`src/rtl/sbr_pkg.sv`:
```
// package: constants and types of the serial bit rate generator
package sbr_pkg;
  localparam int SBR_ADDR_W = 4;
  localparam logic [3:0] SBR_OFF_SELECT = 4'h0;
  localparam logic [3:0] SBR_OFF_STATUS = 4'h1;
  localparam int SBR_RATE_LSB = 0;
  localparam int SBR_RATE_MSB = 2;
  localparam int SBR_PRE_LSB = 4;
  localparam int SBR_PRE_MSB = 5;
  localparam logic [7:0] SBR_SELECT_RESET = 8'h00;
  localparam int SBR_FIXED_DIV = 64;
  localparam int SBR_CNT_W = 8;
  localparam logic [7:0] SBR_PD_CODE0 = 8'h01;
  localparam logic [7:0] SBR_PD_CODE1 = 8'h03;
  localparam logic [7:0] SBR_PD_CODE2 = 8'h04;
  localparam logic [7:0] SBR_PD_CODE3 = 8'h0d;

  typedef struct packed {
    logic [1:0] prescale_select;
    logic [2:0] rate_divisor_select;
  } sbr_select_t;

  typedef struct packed {
    logic [SBR_ADDR_W-1:0] addr;
    logic [7:0] wdata;
    logic wr;
    logic rd;
  } sbr_bus_req_t;
endpackage

```
`src/rtl/sbr_div_stage.sv`:
```
// one divide-by-n stage advanced by an enable
`timescale 1ns/100ps
`default_nettype none
module sbr_div_stage #(
  parameter int CNT_W = 8
) (
  input wire logic sys_clk_i,
  input wire logic arst_n_i,
  input wire logic en_i,
  input wire logic [CNT_W-1:0] ratio_i,
  output logic tick_o
);
  logic [CNT_W-1:0] cnt;
  wire last = (cnt >= ratio_i - {{(CNT_W-1){1'b0}}, 1'b1});
  assign tick_o = en_i & last;

  always_ff @(posedge sys_clk_i or negedge arst_n_i) begin
    if (!arst_n_i) begin
      cnt <= '0;
    end else if (en_i) begin
      cnt <= last ? '0 : cnt + {{(CNT_W-1){1'b0}}, 1'b1};
    end
  end
endmodule
`default_nettype wire

```
`src/rtl/sbr_rate_gen.sv`:
```
// serial bit rate generator: register port and divider chain
// Notes on behaviour
// one rate enable times receiver and transmitter
// prescale codes give divisors 1,3,4,13
// reset clears prescale select
// rate select divides by two to code
// bit rate is clock/(64*pd*bd)
// both fields read back last write
// new selection applies at terminal count
`timescale 1ns/100ps
`default_nettype none
module sbr_rate_gen
  import sbr_pkg::*;
(
  input wire logic sys_clk_i,
  input wire logic arst_n_i,
  input wire sbr_bus_req_t bus_i,
  output logic [7:0] rdata_o,
  output logic rate_en_o,
  output logic rate_x16_o
);
  ////////////////////////////////////////////////////////////////////
  logic [7:0] select_reg;
  sbr_select_t active;
  logic [7:0] rate_cnt;
  logic [7:0] pd_ratio;

  wire wr_select = bus_i.wr && (bus_i.addr == SBR_OFF_SELECT);
  wire sbr_select_t written = '{prescale_select: select_reg[SBR_PRE_MSB:SBR_PRE_LSB],
                                rate_divisor_select: select_reg[SBR_RATE_MSB:SBR_RATE_LSB]};
  wire [7:0] rd_mux = (bus_i.addr == SBR_OFF_SELECT) ? select_reg :
                      (bus_i.addr == SBR_OFF_STATUS) ?
                      {2'b00, active.prescale_select, 1'b0, active.rate_divisor_select} :
                      8'h00;

  ////////////////////////////////////////////////////////////////////
  // prescaler, then fixed /4 to the x16 oversample, then /16 to reach the 64 factor
  always_comb begin
    unique case (active.prescale_select)
      2'b00: pd_ratio = SBR_PD_CODE0;
      2'b01: pd_ratio = SBR_PD_CODE1;
      2'b10: pd_ratio = SBR_PD_CODE2;
      2'b11: pd_ratio = SBR_PD_CODE3;
    endcase
  end

  logic pd_tick;
  logic x16_tick;
  logic base_tick;
  sbr_div_stage #(.CNT_W(SBR_CNT_W)) u_pre (
    .sys_clk_i(sys_clk_i),
    .arst_n_i(arst_n_i),
    .en_i(1'b1),
    .ratio_i(pd_ratio),
    .tick_o(pd_tick)
  );
  sbr_div_stage #(.CNT_W(SBR_CNT_W)) u_x4 (
    .sys_clk_i(sys_clk_i),
    .arst_n_i(arst_n_i),
    .en_i(pd_tick),
    .ratio_i(SBR_CNT_W'(SBR_FIXED_DIV / 16)),
    .tick_o(x16_tick)
  );
  sbr_div_stage #(.CNT_W(SBR_CNT_W)) u_x16 (
    .sys_clk_i(sys_clk_i),
    .arst_n_i(arst_n_i),
    .en_i(x16_tick),
    .ratio_i(SBR_CNT_W'(16)),
    .tick_o(base_tick)
  );

  // rate divisor counts base ticks; terminal count is 2**select - 1
  wire [7:0] bd_last = (8'h01 << active.rate_divisor_select) - 8'h01;
  wire bd_done = base_tick && (rate_cnt >= bd_last);
  wire div_wrap = pd_tick && x16_tick && base_tick;

  ////////////////////////////////////////////////////////////////////
  always_ff @(posedge sys_clk_i or negedge arst_n_i) begin
    if (!arst_n_i) begin
      select_reg <= SBR_SELECT_RESET;
      active <= '0;
      rate_cnt <= '0;
      rdata_o <= '0;
      rate_en_o <= 1'b0;
      rate_x16_o <= 1'b0;
    end else begin
      if (wr_select) begin
        select_reg <= bus_i.wdata & 8'h37;
      end
      if (bus_i.rd) begin
        rdata_o <= rd_mux;
      end
      if (bd_done || (div_wrap && rate_cnt == 8'h00 && bd_last == 8'h00)) begin
        active <= written;
      end
      if (base_tick) begin
        rate_cnt <= bd_done ? 8'h00 : rate_cnt + 8'h01;
      end
      rate_en_o <= bd_done;
      rate_x16_o <= x16_tick;
    end
  end
endmodule
`default_nettype wire
```
`config.mk`:
```
export PLATFORM = sky130hd
export DESIGN_NAME = sbr_rate_gen
export DESIGN_NICKNAME = d
export VERILOG_FILES = /design/src/rtl/sbr_pkg.sv /design/src/rtl/sbr_div_stage.sv /design/src/rtl/sbr_rate_gen.sv
export SDC_FILE = /design/constraint.sdc
export NUM_CORES = 1
export LEC_CHECK = 0
export BUFFER_PORTS_ARGS = -buffer_cell sky130_fd_sc_hd__buf_2
export CAP_MARGIN = 20
export CORE_ASPECT_RATIO = 1.75
export CORE_MARGIN = 2
export CORE_UTILIZATION = 25
export DETAILED_ROUTE_END_ITERATION = 8
export PLACE_DENSITY = 0.49
export SYNTH_ARGS = -nofsm -noshare
export SYNTH_HDL_FRONTEND = slang
export SYNTH_SLANG_ARGS = --single-unit
```
`constraint.sdc`:
```
create_clock -name sys_clk_i -period 2.7 [get_ports sys_clk_i]
set_input_delay 0.405 -clock sys_clk_i [delete_from_list [all_inputs] [get_ports sys_clk_i]]
set_output_delay 0.405 -clock sys_clk_i [all_outputs]
set_load 0.02 [all_outputs]
```
==> impl_metrics.py <==
metrics = {
    "setup_path": {
        "startpoint_type": "flop",
        "arrival_ns": 2.74,
        "crit_start": "active[2]$_DFFE_PN0P_",
        "r2r-start": "active[2]$_DFFE_PN0P_",
        "crit_type": "flop to flop",
        "end_kind": "flop",
        "worstPathRequired_ns": 2.87,
        "crit_fanout": 9,
    },
    "yosys": {
        "yosysWarnings": 0,
        "ys.flop_type": "dfrtp_1",
        "avgSynthCellArea_um2": 10.8,
        "syn_inst": 233,
        "synth_edf_count": 0,
        "synth.cell_area_um2": 2510,
        "synth_common_cells": "49 x dfrtp_1, 19 x ha_1, 17 x nor2_1, 15 x nand2_1, 12 x inv_1",
        "postSynthRegisterBits": 49,
        "synth-seq-area-share_pct": 48.8,
        "synth_top_area_share_pct": 48.8,
        "synth_cell_type_count": 44,
        "async_flop_share_pct": 100,
        "yosys-top-cells-area": "dfrtp_1 49%, ha_1 9.5%, mux2_2 4.9%",
        "yosys.area.top_type": "dfrtp_1",
        "yosysMostFrequentCell": "dfrtp_1",
    },
    "timing": {
        "finalSetupViolCount": 0,
        "fin_crit_sh_pct": 95.1,
        "fin_crit_ns": 2.57,
        "timing.setup.tns_ns": 0,
        "worst_clock_skew_ns": 0.00474,
        "fmax_ghz": 0.389,
        "drv_slew": 0,
        "rsz0062_at_grt": "no",
        "hold_violations": 0,
        "fin_ws_ns": 0.132,
    },
    "die": {
        "dieArea_um2": 10900,
        "fp-row-count": 48,
        "io_pins": 26,
        "initial_core_util_pct": 25.5,
        "dieWidth_um": 79.8,
        "die_h_um": 137,
        "core_area_um2": 9850,
    },
    "routing": {
        "drc": 0,
        "vias_per_cell": 4.51,
        "wl_um": 4880,
        "firstDrtPassIters": 4,
        "vias": 1765,
        "drt_first_iter_violations": 56,
        "ant_nets": 0,
        "wl_per_cell_um": 12.5,
    },
    "grt": {
        "grt_pass1_vias": 1866,
        "gr-usage-all-layers_pct": 10.1,
        "antenna_found_initial": 0,
        "grt_first_pass_wirelength_um": 8560,
        "grt_overflow_total": 0,
        "grt_max_degree": 33,
    },
    "outcome": {
        "status": "finished, final reports clean",
    },
    "clock_tree": {
        "cts_tree": "done",
        "clockBufferDepth": 2,
        "cts_sinks": 49,
        "root_buffer": "clkbuf_16",
        "h-tree-depth": 2,
        "clock_latency_ns": 0.29,
        "cts_made_buffers": 5,
        "postCtsHoldBufs": 0,
        "ctsResizeCount": 0,
        "clkTransAtPathRegs_ns": 0.06,
        "postCtsSetupBuffers": 0,
    },
    "placed_design": {
        "dp_hpwl_um": 3690,
        "port_buffers": 19,
        "gp_congestion": 0.784,
        "dp_worst_setup_slack_ns": 0.139,
    },
    "cells_and_area": {
        "finalNetCount": 300,
        "diodes": 0,
        "area_growth_pct": 17.4,
        "drive_gt1_share_pct": 19.9,
    },
    "pwr": {
        "power_density_nw_per_um2": 509,
        "p_leak_uw": 0.00136,
        "max-vdd-ir-drop_v": 0.000402,
    },
    "worst_hold_path": {
        "min_path_type": "input port to asynchronous set/reset pin",
    },
    "run": {
        "maxCapViolCount": 0,
    },
}
## critical path: stages (launching register included)
cell and delay [ns]:
dfrtp_1 0.46, or3_1 0.44, ha_1 0.28, nand2b_1 0.09, a21oi_1 0.06, o31a_1 0.32
buf_4 0.18, nor3b_4 0.15, buf_4 0.17, a221o_1 0.30
## cell families after synthesis
family,synth area share [%]
simple gates,16.5
compound gates,14.5
xor+xnor,1.05
buf+inv,4.43
flops,48.8
mux,4.93
other cells,0.299
fa+ha+maj,9.46
## layer usage
metal	vias up	share of wire, %	GRT usage, %
met2	18	54	18.4
met1	848	42	11.0
met3	11	1.6	1.39
met5	-	0	0
li1	888	-	-
met4	0	3.1	5.46
## worst paths after layout
| path | slack (ns) | to | depth (start not counted) |
|---|---|---|---|
| max in group asynchronous | 1.89 | rate_cnt[3]$_DFFE_PN0P_ | 2 |
| min | 0.04 | rdata_o[5]$_DFFE_PN0P_ | 1 |
| max reg2reg | 0.13 | rate_cnt[7]$_DFFE_PN0P_ | 9 |
| min in group sys_clk_i | 0.35 | select_reg[0]$_DFFE_PN0P_ | 2 |
| min reg2reg | 0.49 | u_pre.cnt[0]$_DFF_PN0_ | 1 |
| max | 0.13 | rate_cnt[7]$_DFFE_PN0P_ | 9 |
## where the power goes
part / switching (uW) / internal (uW) / total, uW
Clock: 259 / 392 / 651
Sequential: 15.4 / 759 / 775
Combinational: 44.5 / 32.5 / 77.0
## placed cells by master (no fill, tap or decap), drive strengths merged, types with 2 or more instances in the layout
cell and count:
dfrtp 49, buf 29, ha 19, nor2 17, nand2 15, inv 12
a21oi 11, mux2 11, nand3 10, and2 9, o21ai 9, conb 7
or3 7, clkbuf 7, nor3 6, o21a 5, a22oi 5, a211oi 5
o2bb2ai 4, nor4 3, a21o 2, xor2 2, nand2b 2, or4 2
a22o 2, nor4b 2
## final cells by class
cell class | count | area, um2
multi-input cells | 168 | 1190
repair buffers | 29 | 170
clock inverters | 1 | 5.00
fillers | 1060 | 6900
clock buffers | 7 | 153
well taps | 125 | 156
flip-flops and latches | 49 | 1230
inverters | 12 | 45.0
## stage by stage
step,total power (uW),utilization (%),instances,cell area (um2),hold WS [ns]
5_1_grt,1570,29.9,391,2950,0.0732
3_3_place_gp,866,28.3,383,2790,0.362
2_1_floorplan,831,-,238,2530,0.109
4_1_cts,1540,29.9,391,2950,0.0430
6_report,1500,29.9,391,2950,0.0432
3_5_place_dp,867,28.3,383,2790,0.357
(Power assumes the default switching activity.)
